==> src/design/txq_pkg.sv <==
// constants, types and register map of the transmit queue control block
// assumes a 16-bit register port and a protocol engine on the same clock
//
// Summary of operation
// - base address low two bits read zero
// - base low register holds base address bits
// - payload code selects 8 to 64 bytes
// - depth equals depth code plus one
// - payload and depth writable only in configuration
// - attempts code: none, three, or unlimited
// - priority field passed to transmit selection
// - queue reset bit self-clears after reset
// - send request clears after queue drains
// - clearing set send request requests abort
// - increment bit advances head by one
// - enable gates attempts exhausted interrupt
// - separate enables for empty and not full
// - read-only index of next message
// - aborted bit updated on completion, abort, reset
// - lost arbitration bit set on arbitration loss
// - error bit set on bus error
// - exhausted flag set by hardware, software clears
// - empty flag reflects no queued message
// - not full flag reflects free slots
// - summary bit ORs enabled queue flags
// - global request bit mirrors send request
package txq_pkg;

  // ------------------------------------------------------------
  // register indices
  // ------------------------------------------------------------
  localparam logic [2:0] ADDR_BASE_LOW = 3'h0;
  localparam logic [2:0] ADDR_CONFIG_HIGH = 3'h1;
  localparam logic [2:0] ADDR_CONTROL_LOW = 3'h2;
  localparam logic [2:0] ADDR_STATUS = 3'h3;
  localparam logic [2:0] ADDR_IRQ_SUMMARY = 3'h4;
  localparam logic [2:0] ADDR_TX_REQUEST = 3'h5;
  localparam logic [2:0] ADDR_GLOBAL_CTRL = 3'h6;

  // ------------------------------------------------------------
  // field positions
  // ------------------------------------------------------------
  localparam int POS_PAYLOAD_SIZE_SEL = 13;
  localparam int POS_DEPTH = 8;
  localparam int POS_RETRY = 5;
  localparam int POS_RESET = 10;
  localparam int POS_SEND = 9;
  localparam int POS_INC = 8;
  localparam int POS_AE = 4;
  localparam int POS_QE = 2;
  localparam int POS_NF = 0;
  localparam int POS_INDEX = 8;
  localparam int POS_ABORTED = 7;
  localparam int POS_ARB = 6;
  localparam int POS_BUSERR = 5;
  localparam int POS_RETRY_EN = 3;

  // ------------------------------------------------------------
  // reset values and codes
  // ------------------------------------------------------------
  localparam logic [1:0] RETRY_RESET = 2'h3;
  localparam logic [2:0] MODE_CONFIG = 3'h4;
  localparam logic [2:0] MODE_RESET = 3'h4;
  localparam logic [1:0] RETRY_NONE = 2'h0;
  localparam logic [1:0] RETRY_THREE = 2'h1;
  localparam logic [1:0] RETRY_UNLIMITED = 2'h2;

  typedef enum logic [1:0] {
    ST_IDLE = 2'h1,
    ST_FLUSH = 2'h2
  } state_t;

  typedef struct packed {
    logic wr;
    logic rd;
    logic [2:0] addr;
    logic [15:0] wdata;
  } bus_req_t;

  typedef struct packed {
    logic done;
    logic abort_done;
    logic arb_lost;
    logic bus_error;
    logic exhausted;
  } engine_evt_t;

  typedef struct packed {
    logic start;
    logic abort;
    logic [4:0] index;
    logic [4:0] priority_lvl;
    logic [6:0] payload_bytes;
    logic [1:0] retry_mode;
    logic [15:0] base;
  } tx_ctrl_t;

endpackage

==> src/design/can_fd_transmit_queue_control.sv <==
// transmit queue control and status, with the low message memory base
// assumes engine event pulses come from logic on clk_i, one cycle each
//
// The register offsets and the plain strobed port were chosen for this implementation.
`timescale 1ns/10ps
module can_fd_transmit_queue_control (
  // clock and reset
  input wire logic clk_i,
  input wire logic reset_i,
  // register port
  input wire txq_pkg::bus_req_t bus_i,
  output logic [15:0] rdata_o,
  // protocol engine
  input wire txq_pkg::engine_evt_t evt_i,
  output txq_pkg::tx_ctrl_t ctrl_o,
  // interrupt request toward the global summary
  output logic irq_o
);

  // ------------------------------------------------------------
  // state
  // ------------------------------------------------------------
  typedef struct packed {
    txq_pkg::state_t st;
    logic [13:0] base;
    logic [2:0] payload_size_sel;
    logic [4:0] depth_sel;
    logic [1:0] retry_sel;
    logic [4:0] prio;
    logic send_req;
    logic abort_req;
    logic ae_ie;
    logic qe_ie;
    logic nf_ie;
    logic [4:0] head;
    logic [4:0] tail;
    logic [5:0] count;
    logic aborted;
    logic arb_lost;
    logic bus_err;
    logic ae_flag;
    logic [2:0] mode;
    logic retry_en;
    logic [15:0] rdata;
    logic irq;
    txq_pkg::tx_ctrl_t ctrl;
  } regs_t;

  regs_t r;
  regs_t next_r;

  // ------------------------------------------------------------
  // decoders
  // ------------------------------------------------------------
  function automatic logic [6:0] payload_bytes(input logic [2:0] sel);
    case (sel)
      3'h0: payload_bytes = 7'h08;
      3'h1: payload_bytes = 7'h0C;
      3'h2: payload_bytes = 7'h10;
      3'h3: payload_bytes = 7'h14;
      3'h4: payload_bytes = 7'h18;
      3'h5: payload_bytes = 7'h20;
      3'h6: payload_bytes = 7'h30;
      default: payload_bytes = 7'h40;
    endcase
  endfunction

  function automatic logic [5:0] depth_of(input logic [4:0] sel);
    depth_of = {1'b0, sel} + 6'h01;
  endfunction

  function automatic logic [4:0] wrap_inc(input logic [4:0] ptr, input logic [4:0] sel);
    if (ptr == sel)
    begin
      wrap_inc = 5'h00;
    end
    else
    begin
      wrap_inc = ptr + 5'h01;
    end
  endfunction

  function automatic logic [1:0] retry_mode(input logic en, input logic [1:0] sel);
    if (!en)
    begin
      retry_mode = txq_pkg::RETRY_UNLIMITED;
    end
    else if (sel == 2'h0)
    begin
      retry_mode = txq_pkg::RETRY_NONE;
    end
    else if (sel == 2'h1)
    begin
      retry_mode = txq_pkg::RETRY_THREE;
    end
    else
    begin
      retry_mode = txq_pkg::RETRY_UNLIMITED;
    end
  endfunction

  // ------------------------------------------------------------
  // next state
  // ------------------------------------------------------------
  logic wr_base;
  logic wr_conh;
  logic wr_conl;
  logic wr_sta;
  logic wr_treq;
  logic wr_glob;
  logic empty;
  logic not_full;
  logic do_inc;
  logic do_done;
  logic [15:0] rd_mux;

  always_comb
  begin
    next_r = r;
    wr_base = bus_i.wr && (bus_i.addr == txq_pkg::ADDR_BASE_LOW);
    wr_conh = bus_i.wr && (bus_i.addr == txq_pkg::ADDR_CONFIG_HIGH);
    wr_conl = bus_i.wr && (bus_i.addr == txq_pkg::ADDR_CONTROL_LOW);
    wr_sta = bus_i.wr && (bus_i.addr == txq_pkg::ADDR_STATUS);
    wr_treq = bus_i.wr && (bus_i.addr == txq_pkg::ADDR_TX_REQUEST);
    wr_glob = bus_i.wr && (bus_i.addr == txq_pkg::ADDR_GLOBAL_CTRL);
    empty = (r.count == 6'h00);
    not_full = (r.count < depth_of(r.depth_sel));
    do_inc = 1'b0;
    do_done = 1'b0;

    // configuration writes
    if (wr_base)
    begin
      next_r.base = bus_i.wdata[15:2];
    end
    if (wr_conh)
    begin
      // geometry may only change in configuration mode
      if (r.mode == txq_pkg::MODE_CONFIG)
      begin
        next_r.payload_size_sel = bus_i.wdata[txq_pkg::POS_PAYLOAD_SIZE_SEL +: 3];
        next_r.depth_sel = bus_i.wdata[txq_pkg::POS_DEPTH +: 5];
      end
      next_r.retry_sel = bus_i.wdata[txq_pkg::POS_RETRY +: 2];
      next_r.prio = bus_i.wdata[4:0];
    end
    if (wr_glob)
    begin
      next_r.mode = bus_i.wdata[2:0];
      next_r.retry_en = bus_i.wdata[txq_pkg::POS_RETRY_EN];
    end

    // control writes
    if (wr_conl)
    begin
      next_r.ae_ie = bus_i.wdata[txq_pkg::POS_AE];
      next_r.qe_ie = bus_i.wdata[txq_pkg::POS_QE];
      next_r.nf_ie = bus_i.wdata[txq_pkg::POS_NF];
      if (bus_i.wdata[txq_pkg::POS_SEND])
      begin
        next_r.send_req = 1'b1;
      end
      else if (r.send_req)
      begin
        // clearing a pending request asks the engine to abort
        next_r.send_req = 1'b0;
        next_r.abort_req = 1'b1;
      end
      do_inc = bus_i.wdata[txq_pkg::POS_INC] && not_full;
      if (bus_i.wdata[txq_pkg::POS_RESET])
      begin
        next_r.st = txq_pkg::ST_FLUSH;
      end
    end
    if (wr_treq && bus_i.wdata[0])
    begin
      // the mirror can only set the request, never abort
      next_r.send_req = 1'b1;
    end

    // engine events
    do_done = evt_i.done && !empty;
    if (do_inc)
    begin
      next_r.head = wrap_inc(r.head, r.depth_sel);
    end
    if (do_done)
    begin
      next_r.tail = wrap_inc(r.tail, r.depth_sel);
      next_r.aborted = 1'b0;
      next_r.arb_lost = 1'b0;
      next_r.bus_err = 1'b0;
    end
    next_r.count = r.count + {5'h00, do_inc} - {5'h00, do_done};
    if (do_done && (r.count == 6'h01) && !do_inc)
    begin
      next_r.send_req = 1'b0;
    end
    if (evt_i.abort_done)
    begin
      next_r.aborted = 1'b1;
      next_r.abort_req = 1'b0;
    end
    if (evt_i.arb_lost)
    begin
      next_r.arb_lost = 1'b1;
    end
    if (evt_i.bus_error)
    begin
      next_r.bus_err = 1'b1;
    end
    // software clears by writing zero; a same-cycle set wins
    if (wr_sta && !bus_i.wdata[txq_pkg::POS_AE])
    begin
      next_r.ae_flag = 1'b0;
    end
    if (evt_i.exhausted)
    begin
      next_r.ae_flag = 1'b1;
    end

    // queue flush takes one cycle, then the reset bit drops
    unique case (r.st)
      txq_pkg::ST_IDLE:
      begin
      end
      txq_pkg::ST_FLUSH:
      begin
        next_r.st = txq_pkg::ST_IDLE;
        next_r.head = 5'h00;
        next_r.tail = 5'h00;
        next_r.count = 6'h00;
        next_r.send_req = 1'b0;
        next_r.abort_req = 1'b0;
        next_r.aborted = 1'b0;
        next_r.arb_lost = 1'b0;
        next_r.bus_err = 1'b0;
      end
      default:
      begin
        next_r.st = txq_pkg::ST_IDLE;
      end
    endcase

    // read mux; unimplemented bits stay zero
    rd_mux = 16'h0000;
    unique case (bus_i.addr)
      txq_pkg::ADDR_BASE_LOW:
      begin
        rd_mux = {r.base, 2'h0};
      end
      txq_pkg::ADDR_CONFIG_HIGH:
      begin
        rd_mux = {r.payload_size_sel, r.depth_sel, 1'b0, r.retry_sel, r.prio};
      end
      txq_pkg::ADDR_CONTROL_LOW:
      begin
        rd_mux[txq_pkg::POS_RESET] = (r.st == txq_pkg::ST_FLUSH);
        rd_mux[txq_pkg::POS_SEND] = r.send_req;
        rd_mux[txq_pkg::POS_AE] = r.ae_ie;
        rd_mux[txq_pkg::POS_QE] = r.qe_ie;
        rd_mux[txq_pkg::POS_NF] = r.nf_ie;
      end
      txq_pkg::ADDR_STATUS:
      begin
        rd_mux[txq_pkg::POS_INDEX +: 5] = r.tail;
        rd_mux[txq_pkg::POS_ABORTED] = r.aborted;
        rd_mux[txq_pkg::POS_ARB] = r.arb_lost;
        rd_mux[txq_pkg::POS_BUSERR] = r.bus_err;
        rd_mux[txq_pkg::POS_AE] = r.ae_flag;
        rd_mux[txq_pkg::POS_QE] = empty;
        rd_mux[txq_pkg::POS_NF] = not_full;
      end
      txq_pkg::ADDR_IRQ_SUMMARY:
      begin
        rd_mux[0] = r.irq;
      end
      txq_pkg::ADDR_TX_REQUEST:
      begin
        rd_mux[0] = r.send_req;
      end
      txq_pkg::ADDR_GLOBAL_CTRL:
      begin
        rd_mux = {12'h000, r.retry_en, r.mode};
      end
      default:
      begin
        rd_mux = 16'h0000;
      end
    endcase
    next_r.rdata = bus_i.rd ? rd_mux : 16'h0000;

    // registered outputs, derived from the updated state
    next_r.irq = (next_r.ae_flag && next_r.ae_ie)
      || ((next_r.count == 6'h00) && next_r.qe_ie)
      || ((next_r.count < depth_of(next_r.depth_sel)) && next_r.nf_ie);
    next_r.ctrl.start = next_r.send_req && (next_r.count != 6'h00);
    next_r.ctrl.abort = next_r.abort_req;
    next_r.ctrl.index = next_r.tail;
    next_r.ctrl.priority_lvl = next_r.prio;
    next_r.ctrl.payload_bytes = payload_bytes(next_r.payload_size_sel);
    next_r.ctrl.retry_mode = retry_mode(next_r.retry_en, next_r.retry_sel);
    next_r.ctrl.base = {next_r.base, 2'h0};
  end

  // ------------------------------------------------------------
  // registers
  // ------------------------------------------------------------
  always_ff @(posedge clk_i or posedge reset_i)
  begin
    if (reset_i)
    begin
      r <= '0;
      r.st <= txq_pkg::ST_IDLE;
      r.retry_sel <= txq_pkg::RETRY_RESET;
      r.mode <= txq_pkg::MODE_RESET;
      r.irq <= 1'b0;
      r.ctrl.payload_bytes <= 7'h08;
      r.ctrl.retry_mode <= txq_pkg::RETRY_UNLIMITED;
    end
    else
    begin
      r <= next_r;
    end
  end

  // depth capacity: count reaches 32, so a 6-bit counter is needed
  assign rdata_o = r.rdata;
  assign ctrl_o = r.ctrl;
  assign irq_o = r.irq;

endmodule

==> config.mk <==
export PLATFORM = sky130hd
export DESIGN_NAME = can_fd_transmit_queue_control
export DESIGN_NICKNAME = d
export VERILOG_FILES = /design/src/design/txq_pkg.sv /design/src/design/can_fd_transmit_queue_control.sv
export SDC_FILE = /design/constraint.sdc
export NUM_CORES = 1
export LEC_CHECK = 0
export BUFFER_PORTS_ARGS = -buffer_cell sky130_fd_sc_hd__buf_2
export CORE_MARGIN = 3
export CORE_UTILIZATION = 61
export CTS_BUF_LIST = sky130_fd_sc_hd__clkbuf_4 sky130_fd_sc_hd__clkbuf_8 sky130_fd_sc_hd__clkbuf_16
export CTS_CLUSTER_DIAMETER = 50
export DETAILED_ROUTE_END_ITERATION = 8
export PLACE_DENSITY = 0.86
export SYNTH_ARGS = -nofsm -noshare
export SYNTH_HDL_FRONTEND = slang
export SYNTH_SLANG_ARGS = --single-unit
==> constraint.sdc <==
create_clock -name clk_i -period 9.66 [get_ports clk_i]
set_clock_uncertainty 0.15 [all_clocks]
set_input_delay 0.966 -clock clk_i [delete_from_list [all_inputs] [get_ports clk_i]]
set_output_delay 0.966 -clock clk_i [all_outputs]
set_load 0.02 [all_outputs]
==> reports/metrics.cfg <==
[sta]
min_period_over_period=0.483
finalSetupViolCount=0
drv_slew=0
min_period_ps=4660
tns_ps=0
max_freq_mhz=214
final_hold_viol_count=0
whs_ps=378
worst_slew_pin_slew_ps=975
slew_headroom=0.350
rsz0062_at_grt=no

[global_route]
grt_use_total=0.245
grt_pass1_vias=3332
grt_max_degree=81
antenna_found_initial=0
gr-total-overflow=0
grt_pass1_wl_mm=16.4

[routing]
drc_errors=0
ant_nets=0
wl_mm=10.0
wl_per_cell_um=18.1
num_vias=3253
drt_first_pass_iters=5
vias_per_cell=5.86
drtIter0Drc=192

[finish]
fin_area_sq_um=4850
drive_gt1_frac=0.325
antenna_cells=0
area_growth_pct=6.59
utilization=0.692
fin_nets=504

[die]
fp.dieH_um=92.4
die_x_um=92.4
core_sq_um=7020
row_count=30
start_util=0.649
ios=82
die-area_sq_um=8540

[placement]
hpwlAfterDp_mm=7.11
io_buffer_count=77
placed_cell_area_sq_um=4630
place.gp.congestion=0.859

[yosys]
synth_area_per_cell_sq_um=10.7
ys_seq_area_frac=0.441
synthCells=427
netlist-cell-type-count=54
synthArstFlopShare=1.00
syn-cell-area_sq_um=4550
yosysWarnings=0
synth.ff_latch_count=80
synth-edff-count=0
synth_flop_cell=dfrtp_1

[clock_network]
h-tree-depth=3
ctsLongestPathBuffers=2
cts_hold_buf=0
cts-root-buf=clkbuf_8
tritoncts=built
post_cts_buffers=0
numCtsBuffers=9
clk_pin_slew_ps=90
cts_sinks=80
cts_resized=0
clock_latency_ps=360

[worst_hold_path]
hp-class=reg -> reg

[worst_setup_path]
path_class=in -> reg
critPathMaxFanout=27
startpoint_type=input pin
worstPathArrival_ps=4790
end_kind=flip-flop
cp.required_ps=9780

[outcome]
outcome=finished clean

[flow_run]
cap_violations=0

[pwr]
power_density_nw_per_um2=279
p_leak_nw=2.31
irDropWorstVdd_mv=0.154

==> metal layers <==
layer	vias to the layer above	global-route usage	share of wire
met5	-	0	0
li1	1477	-	-
met4	0	0.116	0.025
met3	27	0.0341	0.064
met2	156	0.419	0.51
met1	1593	0.306	0.40
==> sequential cells by signal (all words and copies together) (netlist names) <==
register  flops
r            30
irq_o         1
ctrl_o       33
rdata_o      16
==> final timing paths <==
kind,start,endpoint,slack (ps),depth (start not counted)
max,bus_i[17],irq_o$_DFF_PP0_,5000,18
min,r[59]$_DFFE_PP0P_,r[59]$_DFFE_PP0P_,380,2
max reg2reg,r[92]$_DFF_PP0_,irq_o$_DFF_PP0_,5020,20
min reg2reg,r[59]$_DFFE_PP0P_,r[59]$_DFFE_PP0P_,380,2
max in group asynchronous,reset_i,r[56]$_DFFE_PP0P_,7980,3
min in group asynchronous,reset_i,ctrl_o[24]$_DFF_PP0_,760,3
==> cell type report <==
| class | instances | area [sq um] |
|---|---|---|
| Fill cell | 504 | 2160 |
| Sequential cell | 80 | 2010 |
| Multi-Input combinational cell | 260 | 2000 |
| Timing Repair Buffer | 81 | 415 |
| Clock buffer | 9 | 124 |
| Tap cell | 96 | 120 |
| Clock inverter | 7 | 103 |
| Inverter | 22 | 83.8 |
==> critical path, stage by stage <==
cell	delay, ps
buf_2	440
nor4bb_1	470
nand2_1	120
nor4_2	210
inv_1	90
ha_1	290
inv_1	50
ha_1	200
fa_1	400
a21oi_1	140
o21bai_1	80
xnor2_1	250
nor2_1	90
ha_1	320
a21o_1	180
a211oi_1	240
o311ai_1	130
o211ai_1	110
==> placed cells by master (no fill, tap or decap), drive strengths merged, types with 2 or more instances in the layout <==
| master | count |
|---|---|
| nor2b | 6 |
| nand3 | 13 |
| clkbuf | 9 |
| mux2 | 37 |
| o31ai | 2 |
| dfrtp | 74 |
| nand4 | 3 |
| o211ai | 2 |
| bufinv | 2 |
| a41oi | 2 |
| xor2 | 8 |
| o21ai | 11 |
| inv | 23 |
| o21bai | 2 |
| clkinv | 3 |
| nor3b | 3 |
| xnor2 | 9 |
| ha | 21 |
| a22oi | 8 |
| nand4b | 2 |
| and2 | 4 |
| and3 | 5 |
| conb | 4 |
| nand2b | 2 |
| buf | 81 |
| dfstp | 6 |
| a21oi | 20 |
| a31oi | 4 |
| mux2i | 10 |
| nand3b | 6 |
| nand2 | 27 |
| nor3 | 8 |
| mux4 | 4 |
| nor2 | 26 |
==> cells in the mapped netlist (all sizes together), types with 2 or more instances <==
library cell / count / share of area
nand3: 13 / 0.018
and2: 4 / 0.0055
mux2: 37 / 0.093
a31oi: 4 / 0.0055
a21oi: 20 / 0.022
o21ai: 11 / 0.012
nor2b: 6 / 0.0082
xor2: 8 / 0.015
nor3: 8 / 0.0088
o211ai: 2 / 0.0033
dfrtp: 74 / 0.41
o31ai: 2 / 0.0033
nand2: 27 / 0.022
xnor2: 9 / 0.017
a41oi: 2 / 0.0038
mux2i: 10 / 0.023
nand4b: 2 / 0.0038
inv: 22 / 0.018
o21bai: 2 / 0.0033
nand4: 3 / 0.0041
nand2b: 2 / 0.0027
clkbuf: 6 / 0.0049
nor2: 26 / 0.021
ha: 21 / 0.058
buf: 62 / 0.099
nand3b: 6 / 0.0099
a22oi: 8 / 0.013
dfstp: 6 / 0.035
and3: 5 / 0.0069
nor3b: 3 / 0.0071
mux4: 4 / 0.020
==> cells by family (layout without fill, tap and decap cells) <==
logic type | after synthesis | count (layout) | share of synthesized area
other | 1 | 4 | 0.000823
adder cells (fa/ha/maj) | 22 | 22 | 0.0621
AND/OR/NAND/NOR | 110 | 110 | 0.130
flip-flops | 80 | 80 | 0.441
multiplexers | 51 | 51 | 0.136
AO/OA/AOI/OAI | 56 | 56 | 0.0750
XOR/XNOR | 17 | 17 | 0.0327
buffers and inverters | 90 | 119 | 0.122
==> power breakdown <==
| group | switching, mW | internal (mW) |
|---|---|---|
| combinational | 0.333 | 0.247 |
| clock | 0.131 | 0.148 |
| sequential | 0.0784 | 0.415 |
==> through the flow <==
stage / setup WS, ps / total power, mW / std cells
2_1_floorplan: 5300 / 0.960 / 430
3_3_place_gp: 4930 / 1.03 / 539
3_5_place_dp: 4710 / 1.07 / 539
4_1_cts: 5020 / 1.35 / 555
5_1_grt: 4690 / 1.45 / 555
6_report: 5000 / 1.35 / 555
(Power assumes the default switching activity.)
